**src/include/pamux_pkg.sv**
```systemverilog
// port a / port b alternate function mux: shared constants and types
// assumes one clock domain, synchronous active-low reset in the user
package pamux_pkg;

  // ----------------------------------------------------------------
  // pin layout
  // ----------------------------------------------------------------
  localparam int PAMUX_PA_SEG_LO = 4;   // port a bits 7..4 carry segment lines 3..0
  localparam int PAMUX_PA_COM_QLO = 1;  // port a bits 3..1 need the mux qualifier
  localparam int PAMUX_PB_LO = 1;       // lowest port b bit handled here
  localparam int PAMUX_PB_TMR_LO = 4;   // port b bits 7..4 carry timer compare outputs
  localparam int PAMUX_PB_MISO = 3;     // serial data, master in / slave out
  localparam int PAMUX_PB_MOSI = 2;     // serial data, master out / slave in
  localparam int PAMUX_PB_SCK = 1;      // serial clock
  localparam int PAMUX_PCSRC_LO = 9;    // pin change source number of port b bit 1

  // ----------------------------------------------------------------
  // types
  // ----------------------------------------------------------------
  // override bundle that a peripheral hands to one pin
  typedef struct packed {
    logic pu_oe;   // pullup_override_en
    logic pu_ov;   // pullup_override_val
    logic dd_oe;   // dir_override_en
    logic dd_ov;   // dir_override_val
    logic pv_oe;   // value_override_en
    logic pv_ov;   // value_override_val
    logic pt_oe;   // toggle_override_en
    logic die_oe;  // input_en_override_en
    logic die_ov;  // input_en_override_val
  } pamux_ovr_t;

  // resolved pad controls of one pin
  typedef struct packed {
    logic drv_en;   // output driver enable
    logic drv_val;  // value driven when enabled
    logic pull_en;  // pull-up enable
    logic in_en;    // digital input buffer enable
  } pamux_pad_t;

  // ----------------------------------------------------------------
  // reset values
  // ----------------------------------------------------------------
  localparam pamux_pad_t PAMUX_PAD_RST = 4'h0;
  localparam logic [7:0] PAMUX_BYTE_RST = 8'h00;
  localparam logic [6:0] PAMUX_PB_RST = 7'h00;
  localparam logic PAMUX_BIT_RST = 1'b0;

endpackage : pamux_pkg

```
**src/rtl/pamux_port_ab.sv**
```systemverilog
// alternate function override logic for port a bits 7..0 and port b bits 7..1
// assumes all inputs synchronous to I_REF_CLK; pad level resolved outside
//
// Behaviour
// - lcd on: pa7..4 pull, dir, input forced 0
// - pa3..1 overrides gated by mux qualifier
// - pa7..4 carry segment lines 3..0
// - pa3..0 carry common lines 3..0
// - pb7 drives timer2 compare a when output
// - pb6 drives timer1 compare b when output
// - pb5 drives timer1 compare a when output
// - pb4 drives timer0 compare a when output
// - pb7..1 feed pin change sources 15..9
// - spi master forces miso to input
// - spi slave forces mosi to input
// - spi slave forces sck to input
// - forced spi inputs keep pull-up from port bit
// - miso: slave drives, master samples
// - mosi: master drives, slave samples
// - sck: master drives clock, slave receives
// - pull-up override or plain dir/port/disable decode
// - direction override or ddr bit drives driver
// - value override or port bit, toggle inverts
// - input enable override or awake state
module pamux_port_ab (
  // clock and reset
  input wire logic I_REF_CLK,
  input wire logic I_RST_N,
  // port registers and global controls
  input wire logic [7:0] I_PA_DIR,
  input wire logic [7:0] I_PA_OUT,
  input wire logic [7:0] I_PB_DIR,
  input wire logic [7:0] I_PB_OUT,
  input wire logic I_GLOBAL_PULLUP_DISABLE,
  input wire logic I_SLEEP,
  // lcd controller
  input wire logic I_LCD_ENABLE,
  input wire logic [2:0] I_LCD_MUX_QUALIFIER,
  input wire logic [3:0] I_LCD_SEGMENT_LINE,
  input wire logic [3:0] I_LCD_COMMON_LINE,
  // timers, bits 3..0 = pb7..pb4 compare outputs and their enables
  input wire logic [3:0] I_TMR_CMP_EN,
  input wire logic [3:0] I_TMR_CMP_OUT,
  // spi
  input wire logic I_SPI_ENABLE,
  input wire logic I_SPI_MASTER,
  input wire logic I_SPI_SLAVE_OUT,
  input wire logic I_SPI_MASTER_OUT,
  input wire logic I_SPI_SCK_OUT,
  // pin change logic, bit k = pb(k+1)
  input wire logic [6:0] I_PC_MASK,
  input wire logic I_PC_GROUP_EN,
  // port b pad inputs, bit k = pb(k+1)
  input wire logic [6:0] I_PB_PAD_IN,
  // resolved pad controls
  output pamux_pkg::pamux_pad_t [7:0] O_PA_PAD,
  output pamux_pkg::pamux_pad_t [7:1] O_PB_PAD,
  // lcd analog pad path of port a
  output logic [7:0] O_PA_ANALOG_EN,
  output logic [7:0] O_PA_ANALOG_LINE,
  // inputs returned to peripherals
  output logic [6:0] O_PIN_CHANGE_SRC,
  output logic O_SPI_MASTER_IN,
  output logic O_SPI_SLAVE_IN,
  output logic O_SPI_SCK_IN
);
  import pamux_pkg::*;

  // ----------------------------------------------------------------
  // pin resolver
  // ----------------------------------------------------------------
  // one pin's pad controls from its override bundle and port bits
  function automatic pamux_pad_t pamux_resolve(input pamux_ovr_t ovr, input logic dir,
                                               input logic out, input logic pull_off,
                                               input logic sleep);
    pamux_pad_t pad;
    // pull-up: override or plain {dir, out, pull_off} == 3'b010 decode
    pad.pull_en = ovr.pu_oe ? ovr.pu_ov : (~dir & out & ~pull_off);
    // driver enable: override or ddr bit
    pad.drv_en = ovr.dd_oe ? ovr.dd_ov : dir;
    // value: override or port bit, optionally inverted
    pad.drv_val = ovr.pv_oe ? ovr.pv_ov : (out ^ ovr.pt_oe);
    // digital input buffer: override or awake state
    pad.in_en = ovr.die_oe ? ovr.die_ov : ~sleep;
    return pad;
  endfunction : pamux_resolve

  // ----------------------------------------------------------------
  // port a: lcd segment and common lines
  // ----------------------------------------------------------------
  wire logic [7:0] pa_lcd_own; // lcd owns the pin
  wire pamux_ovr_t [7:0] pa_ovr; // override bundles of port a
  wire pamux_pad_t [7:0] next_pa_pad; // resolved port a controls
  wire logic [7:0] next_pa_line; // lcd line routed per pin

  // segment lines straight across, common lines straight across
  assign next_pa_line = {I_LCD_SEGMENT_LINE, I_LCD_COMMON_LINE};

  genvar ga;
  generate
    for (ga = 0; ga < 8; ga++) begin : g_pa
      if (ga >= PAMUX_PA_SEG_LO || ga < PAMUX_PA_COM_QLO) begin : g_plain
        // segment pins and com0 follow lcd_enable alone
        assign pa_lcd_own[ga] = I_LCD_ENABLE;
      end else begin : g_qual
        // common lines 3..1 also need the duty qualifier
        assign pa_lcd_own[ga] = I_LCD_ENABLE & I_LCD_MUX_QUALIFIER[ga - PAMUX_PA_COM_QLO];
      end
      // pull, direction and input overridden to 0; value and toggle idle
      assign pa_ovr[ga] = '{pu_oe: pa_lcd_own[ga], pu_ov: 1'b0,
                            dd_oe: pa_lcd_own[ga], dd_ov: 1'b0,
                            pv_oe: 1'b0, pv_ov: 1'b0, pt_oe: 1'b0,
                            die_oe: pa_lcd_own[ga], die_ov: 1'b0};
      assign next_pa_pad[ga] = pamux_resolve(pa_ovr[ga], I_PA_DIR[ga], I_PA_OUT[ga],
                                             I_GLOBAL_PULLUP_DISABLE, I_SLEEP);
    end
  endgenerate

  // ----------------------------------------------------------------
  // port b: timers, spi, pin change
  // ----------------------------------------------------------------
  wire logic spi_mst; // spi enabled as master
  wire logic spi_slv; // spi enabled as slave
  wire logic [7:1] pb_force_in; // spi role forces the pin to input
  wire logic [7:1] pb_pv_oe; // value override enable per pin
  wire logic [7:1] pb_pv_ov; // value override value per pin
  wire pamux_ovr_t [7:1] pb_ovr; // override bundles of port b
  wire pamux_pad_t [7:1] next_pb_pad; // resolved port b controls
  wire logic [6:0] next_pc_src; // pin change sources 15..9

  assign spi_mst = I_SPI_ENABLE & I_SPI_MASTER;
  assign spi_slv = I_SPI_ENABLE & ~I_SPI_MASTER;

  // forced inputs: miso under master, mosi and sck under slave
  assign pb_force_in[7:4] = 4'h0;
  assign pb_force_in[PAMUX_PB_MISO] = spi_mst;
  assign pb_force_in[PAMUX_PB_MOSI] = spi_slv;
  assign pb_force_in[PAMUX_PB_SCK] = spi_slv;

  // timer compare outputs take the value, ddr still gates the driver
  assign pb_pv_oe[7:4] = I_TMR_CMP_EN;
  assign pb_pv_ov[7:4] = I_TMR_CMP_OUT;
  // spi drivers: slave on miso, master on mosi and sck
  assign pb_pv_oe[PAMUX_PB_MISO] = spi_slv;
  assign pb_pv_ov[PAMUX_PB_MISO] = I_SPI_SLAVE_OUT;
  assign pb_pv_oe[PAMUX_PB_MOSI] = spi_mst;
  assign pb_pv_ov[PAMUX_PB_MOSI] = I_SPI_MASTER_OUT;
  assign pb_pv_oe[PAMUX_PB_SCK] = spi_mst;
  assign pb_pv_ov[PAMUX_PB_SCK] = I_SPI_SCK_OUT;

  genvar gb;
  generate
    for (gb = PAMUX_PB_LO; gb < 8; gb++) begin : g_pb
      // forced input keeps its pull-up on the port bit unless pull-ups are globally off
      assign pb_ovr[gb] = '{pu_oe: pb_force_in[gb],
                            pu_ov: I_PB_OUT[gb] & ~I_GLOBAL_PULLUP_DISABLE,
                            dd_oe: pb_force_in[gb], dd_ov: 1'b0,
                            pv_oe: pb_pv_oe[gb], pv_ov: pb_pv_ov[gb], pt_oe: 1'b0,
                            die_oe: I_PC_MASK[gb - PAMUX_PB_LO] & I_PC_GROUP_EN,
                            die_ov: 1'b1};
      assign next_pb_pad[gb] = pamux_resolve(pb_ovr[gb], I_PB_DIR[gb], I_PB_OUT[gb],
                                             I_GLOBAL_PULLUP_DISABLE, I_SLEEP);
      // pad level seen by pin change logic through the input buffer
      assign next_pc_src[gb - PAMUX_PB_LO] = I_PB_PAD_IN[gb - PAMUX_PB_LO]
                                             & next_pb_pad[gb].in_en;
    end
  endgenerate

  // ----------------------------------------------------------------
  // output registers
  // ----------------------------------------------------------------
  // pad controls and analog path
  always_ff @(posedge I_REF_CLK) begin
    if (!I_RST_N) begin
      O_PA_PAD <= {8{PAMUX_PAD_RST}};
      O_PB_PAD <= {7{PAMUX_PAD_RST}};
      O_PA_ANALOG_EN <= PAMUX_BYTE_RST;
      O_PA_ANALOG_LINE <= PAMUX_BYTE_RST;
    end else begin
      O_PA_PAD <= next_pa_pad;
      O_PB_PAD <= next_pb_pad;
      O_PA_ANALOG_EN <= pa_lcd_own;
      O_PA_ANALOG_LINE <= next_pa_line;
    end
  end

  // inputs handed back to pin change and spi
  always_ff @(posedge I_REF_CLK) begin
    if (!I_RST_N) begin
      O_PIN_CHANGE_SRC <= PAMUX_PB_RST;
      O_SPI_MASTER_IN <= PAMUX_BIT_RST;
      O_SPI_SLAVE_IN <= PAMUX_BIT_RST;
      O_SPI_SCK_IN <= PAMUX_BIT_RST;
    end else begin
      O_PIN_CHANGE_SRC <= next_pc_src;
      O_SPI_MASTER_IN <= I_PB_PAD_IN[PAMUX_PB_MISO - PAMUX_PB_LO];
      O_SPI_SLAVE_IN <= I_PB_PAD_IN[PAMUX_PB_MOSI - PAMUX_PB_LO];
      O_SPI_SCK_IN <= I_PB_PAD_IN[PAMUX_PB_SCK - PAMUX_PB_LO];
    end
  end

  // ----------------------------------------------------------------
  // checks
  // ----------------------------------------------------------------
  // checks stay off until one edge after reset release, so no attempt sees reset values
  logic chk_live; // reset released for a full cycle
  always_ff @(posedge I_REF_CLK) begin
    chk_live <= I_RST_N;
  end
endmodule : pamux_port_ab

```
**config.mk**
```make
export PLATFORM = sky130hd
export DESIGN_NAME = pamux_port_ab
export DESIGN_NICKNAME = d
export VERILOG_FILES = /design/src/include/pamux_pkg.sv /design/src/rtl/pamux_port_ab.sv
export SDC_FILE = /design/constraint.sdc
export NUM_CORES = 1
export LEC_CHECK = 0
export BUFFER_PORTS_ARGS = -buffer_cell sky130_fd_sc_hd__buf_4
export CORE_MARGIN = 10
export CORE_UTILIZATION = 44
export DETAILED_ROUTE_END_ITERATION = 10
export PLACE_DENSITY = 0.84
export SYNTH_ARGS = -nofsm -noshare
export SYNTH_HDL_FRONTEND = slang
export SYNTH_SLANG_ARGS = --single-unit
```
**constraint.sdc**
```tcl
create_clock -name I_REF_CLK -period 1.9 [get_ports I_REF_CLK]
set_clock_uncertainty 0.05 [all_clocks]
set_input_delay 0.38 -clock I_REF_CLK [delete_from_list [all_inputs] [get_ports I_REF_CLK]]
set_output_delay 0.38 -clock I_REF_CLK [all_outputs]
set_load 0.03 [all_outputs]
```
==> impl_metrics.ini, run 1 <==
[run_status]
status = complete, no violations

[floorplanning]
die_y_um = 93.6
initial_core_util_pct = 46.1
fp-row-count = 26
dieWidth_um = 93.6
core_area_sq_mm = 0.00517
io_pins = 162
die_area_sq_mm = 0.00877

[routing]
route.met3.wl_um = 920
drt_iter0_drc = 31
vias = 1973
viasPerCell = 4.49
dr.pass1.iters = 4
drc = 0
wl_um = 7260
dr_wl_met2_um = 3790
maxUsedRoutingLayer = met4
ant_nets = 0
wire_per_inst_um = 16.5
wl_met1_um = 2420

[run]
cap_violations = 0

[timing]
slew_headroom_pct = 62.5
hold_viol = 0
max_freq_mhz = 737
period_share_pct = 71.4
period_minus_slack_ns = 1.36
setup_viol_count_final = 0
rsz0062_at_grt = false
tns_ns = 0
tightest_slew_ns = 0.548
slew_violations = 0

[grt]
grt_overflow_total = 0
grtUsageTotal_pct = 15.9
antenna_found_initial = 0
grt_pass1_wl_um = 10700
grt_max_degree = 24
grt_pass1_vias = 2098

[synthesis]
syn_area_sq_mm = 0.00239
synth_fp_nets = 284
synth_cell_types = 23
yosys.area.top_type = dfxtp_1
avgSynthCellArea_sq_um = 11.5
yosys_warnings = 0
yosys-top-cells-area = dfxtp_1 (65%), and2_1 (7.1%), nor2b_1 (4.2%)
ys_seq_elements = 78
ys_seq_area_share_pct = 65.4
yosys.area.top_type_share_pct = 65.4
syn_inst = 208

[final_layout]
drive_above_1_share_pct = 49.1
fin_nets = 441
antenna_cells = 0
final_util_pct = 72.9
area_delta_synth_final_pct = 58.1

[critical_path]
critPathMaxFanout = 5
endpoint_kind = output port
slowest_stage = dfxtp_1
crit_chain = buf_4
cp.required_ns = 1.47
max_stage_delay_ns = 0.40
crit_buf_inv = 1
crit_type = register to output port
worstPathArrival_ns = 0.93
cp-start-kind = register
cp_top_family = flip-flops

[pwr]
p_per_area_mw_per_mm2 = 914
total_power_uw = 3450
cellLeakagePower_uw = 0.00187
peakVddDrop_mv = 0.758

[clocking]
clk_pin_slew_worst_paths_ns = 0.07
root_buffer = clkbuf_8
hold_buffers = 0
clock_sinks = 78
cts_resized = 0
cts_buffer_depth = 2
cts_tree = done
cts_buffers = 9
postCtsSetupBuffers = 0
htree_levels = 3

[place]
place_congestion = 0.830
portBuffers = 159
dp_hpwl_um = 5940

[hold_path]
min_path_type = primary input to register
[routing by layer]
metal | GRT usage, % | vias to the layer above
met5 | 0 | -
met4 | 6.84 | 0
met3 | 9.35 | 10
met2 | 28.4 | 97
met1 | 14.1 | 885
li1 | - | 981
[report_power, final]
group          leakage (uW)  switching (uW)  total [uW]  internal (uW)
logic               0.00113             317         572            255
registers          0.000645            22.4        1740           1710
clock network     0.0000931             541        1140            599
total               0.00187             880        3450           2570
[layout make-up]
cell class              instances  area (sq um)
clock buffers                  11           131
well taps                      70          87.6
flip-flops and latches         78          1560
fillers                       376          1400
clock inverters                 4          48.8
multi-input cells             109           712
inverters                       6          22.5
repair buffers                161          1210
[Yosys cell counts (all sizes together)]
| cell type | n |
|---|---|
| inv | 6 |
| dfxtp | 78 |
| nand2 | 15 |
| and2 | 27 |
| nand4 | 2 |
| a21boi | 7 |
| nor2b | 16 |
| nand2b | 3 |
| or3b | 1 |
| a211oi | 3 |
| a21oi | 6 |
| clkbuf | 4 |
| a2111oi | 3 |
| nor3b | 9 |
| nor2 | 4 |
| mux2i | 5 |
| buf | 11 |
| o21ai | 2 |
| and3 | 6 |
[cell usage in the layout, fill, tap and decap left out, drive strengths merged, types with 4 or more instances in the layout]
master,n
inv,6
mux2i,5
and3,6
clkbuf,11
nor3b,9
and2,27
nand2,15
nor2,4
dfxtp,78
nor2b,16
a21oi,6
a21boi,7
buf,161
[per-stage QoR]
stage                     cells  hold slack, ns  setup slack [ns]  area [sq um]
after floorplan             208           0.399             0.711          2390
after global placement      424           0.497             0.539          3590
after detailed placement    424           0.503             0.491          3590
after CTS                   439           0.143             0.516          3770
after global routing        439           0.137             0.470          3770
final                       439           0.156             0.544          3770
[state kept, by name, summed over array words and instances (netlist names)]
signal / cells
O_PA_ANALOG_LINE: 8
O_PB_PAD: 28
O_SPI_SCK_IN: 1
O_SPI_MASTER_IN: 1
O_PA_PAD: 28
O_SPI_SLAVE_IN: 1
O_PIN_CHANGE_SRC: 7
O_PA_ANALOG_EN: 4
[worst paths after layout]
check | start | endpoint | slack [ns] | cells past startpoint
min | I_PB_DIR[7] | O_PB_PAD[25] | 0.16 | 2
max | O_PA_PAD[28] | O_PA_PAD[16] | 0.54 | 1
[logic make-up after synthesis]
kind of cell,synth area share [%]
compound gates,6.24
buf+inv,4.72
flops,65.4
mux,2.10
simple gates,21.5
Power figures use the tool's default switching activity.
==> inputs of run 2 (changes only) <==
--- a/config.mk
+++ b/config.mk
@@ -7,9 +7,9 @@
 export LEC_CHECK = 0
 export BUFFER_PORTS_ARGS = -buffer_cell sky130_fd_sc_hd__buf_4
 export CORE_MARGIN = 10
-export CORE_UTILIZATION = 44
+export CORE_UTILIZATION = 41
 export DETAILED_ROUTE_END_ITERATION = 10
-export PLACE_DENSITY = 0.84
+export PLACE_DENSITY = 0.79
 export SYNTH_ARGS = -nofsm -noshare
 export SYNTH_HDL_FRONTEND = slang
 export SYNTH_SLANG_ARGS = --single-unit
==> constraint.sdc (replaced) <==
create_clock -name I_REF_CLK -period 1.41 [get_ports I_REF_CLK]
set_clock_uncertainty 0.05 [all_clocks]
set_input_delay 0.282 -clock I_REF_CLK [delete_from_list [all_inputs] [get_ports I_REF_CLK]]
set_output_delay 0.282 -clock I_REF_CLK [all_outputs]
set_load 0.03 [all_outputs]
==> impl_metrics.ini, run 2 (same netlist as run 1, synthesis figures left out) <==
[run_status]
status = complete, no violations

[floorplanning]
dieWidth_um = 96.3
io_pins = 162
die_area_sq_mm = 0.00927
fp-row-count = 27
die_y_um = 96.3
initial_core_util_pct = 42.8
core_area_sq_mm = 0.00557

[pwr]
total_power_uw = 4880
pwr-share-seq_pct = 47.9
p_sw_uw = 1230
p_per_area_mw_per_mm2 = 1280
netSwitchingFraction_pct = 25.3
cellLeakagePower_uw = 0.00188
combPwrFrac_pct = 15.8
internal-power_uw = 3650
pwr-share-clk_pct = 36.3
peakVddDrop_mv = 0.727

[grt]
grt_pass1_wl_um = 10400
grt_pass1_vias = 2048
grtUsageTotal_pct = 14.7
antenna_found_initial = 0
grt_overflow_total = 0
grt_max_degree = 39

[routing]
wl_um = 7140
wire_per_inst_um = 16.2
drc = 0
ant_nets = 0
viasPerCell = 4.40
drt_iter0_drc = 39
vias = 1945
dr.pass1.iters = 5

[clocking]
root_buffer = clkbuf_8
cts_resized = 0
hold_buffers = 0
htree_levels = 3
clock_sinks = 78
clk_pin_slew_worst_paths_ns = 0.08
cts_buffer_depth = 2
cts_tree = done
cts_buffers = 9
postCtsSetupBuffers = 0

[hold_path]
hold_end = O_PB_PAD[21]
hp-start = I_PB_DIR[6]
min_path_type = primary input to register
worstHoldPathCells = 2

[final_layout]
final_cells = 442
area_delta_synth_final_pct = 60.1
drive_above_1_share_pct = 49.5
final_common_cell = buf_4
antenna_cells = 0
reg_top3 = O_PA_PAD x28, O_PB_PAD x28, O_PA_ANALOG_LINE x8
fin_nets = 441
layout_common_cells = buf_4 (160), dfxtp_1 (78), and2_1 (27)
fin_area_sq_mm = 0.00382

[critical_path]
slowest_stage = dfxtp_1
endpoint_kind = output port
cp.required_ns = 1.08
critPathMaxFanout = 5
worstPathArrival_ns = 0.92
cp-start-kind = register
max_stage_delay_ns = 0.40
cp_top_family = flip-flops
crit_chain = buf_4
crit_buf_inv = 1
crit_type = register to output port

[timing]
period_share_pct = 89.1
slew_violations = 0
slew_headroom_pct = 76.8
period_minus_slack_ns = 1.26
max_freq_mhz = 796
rsz0062_at_grt = false
timing.final.ws_setup_ns = 0.154
hold_viol = 0
tightest_slew_ns = 0.340
tns_ns = 0
setup_viol_count_final = 0

[place]
portBuffers = 159
dp_hpwl_um = 5790
pre_cts_slack_ns = 0.178
place_congestion = 0.756
dp.cells = 426
place_area_sq_mm = 0.00361

[run]
cap_violations = 0
==> run 2: layout make-up <==
type | instances | area, sq um
timing repair buffer | 161 | 1220
tap | 72 | 90.1
fill | 455 | 1750
clock inverter | 6 | 86.3
inverter | 6 | 22.5
clock buffer | 10 | 128
multi-input combinational | 109 | 712
sequential | 78 | 1560
==> run 2: power by group through the flow <==
stage	logic, uW	registers, uW	clock network [uW]
after floorplan	163	2610	0
after global placement	771	2390	0
after detailed placement	780	2390	0
after CTS	781	2340	1820
after global routing	823	2350	1910
final	771	2340	1770
==> run 2: stage by stage <==
step	hold slack [ns]	util, %
detailed placement	0.403	64.7
CTS	0.0289	68.6
floorplan	0.301	-
global route	0.0256	68.6
finish	0.0528	68.6
global placement	0.400	64.7
==> run 2: worst max-delay path by stage <==
stage                           start                 to  slack [ns]  cells past startpoint
finish                   O_PA_PAD[28]       O_PA_PAD[24]        0.15                      1
global route             O_PA_PAD[28]       O_PA_PAD[28]        0.06                      1
CTS                 O_PA_ANALOG_EN[0]  O_PA_ANALOG_EN[0]        0.13                      1
detailed placement            I_RST_N        O_PB_PAD[1]        0.18                      4
global placement              I_RST_N        O_PB_PAD[5]        0.17                      4
floorplan           O_PA_ANALOG_EN[0]  O_PA_ANALOG_EN[4]        0.32                      1
==> run 2: per-layer routing <==
layer	GRT usage (%)	vias up	part of all wire (%)
li1	-	981	-
met1	14.4	860	34
met2	25.5	102	50
met3	8.95	2	16
met4	4.42	0	0.41
met5	0	-	0
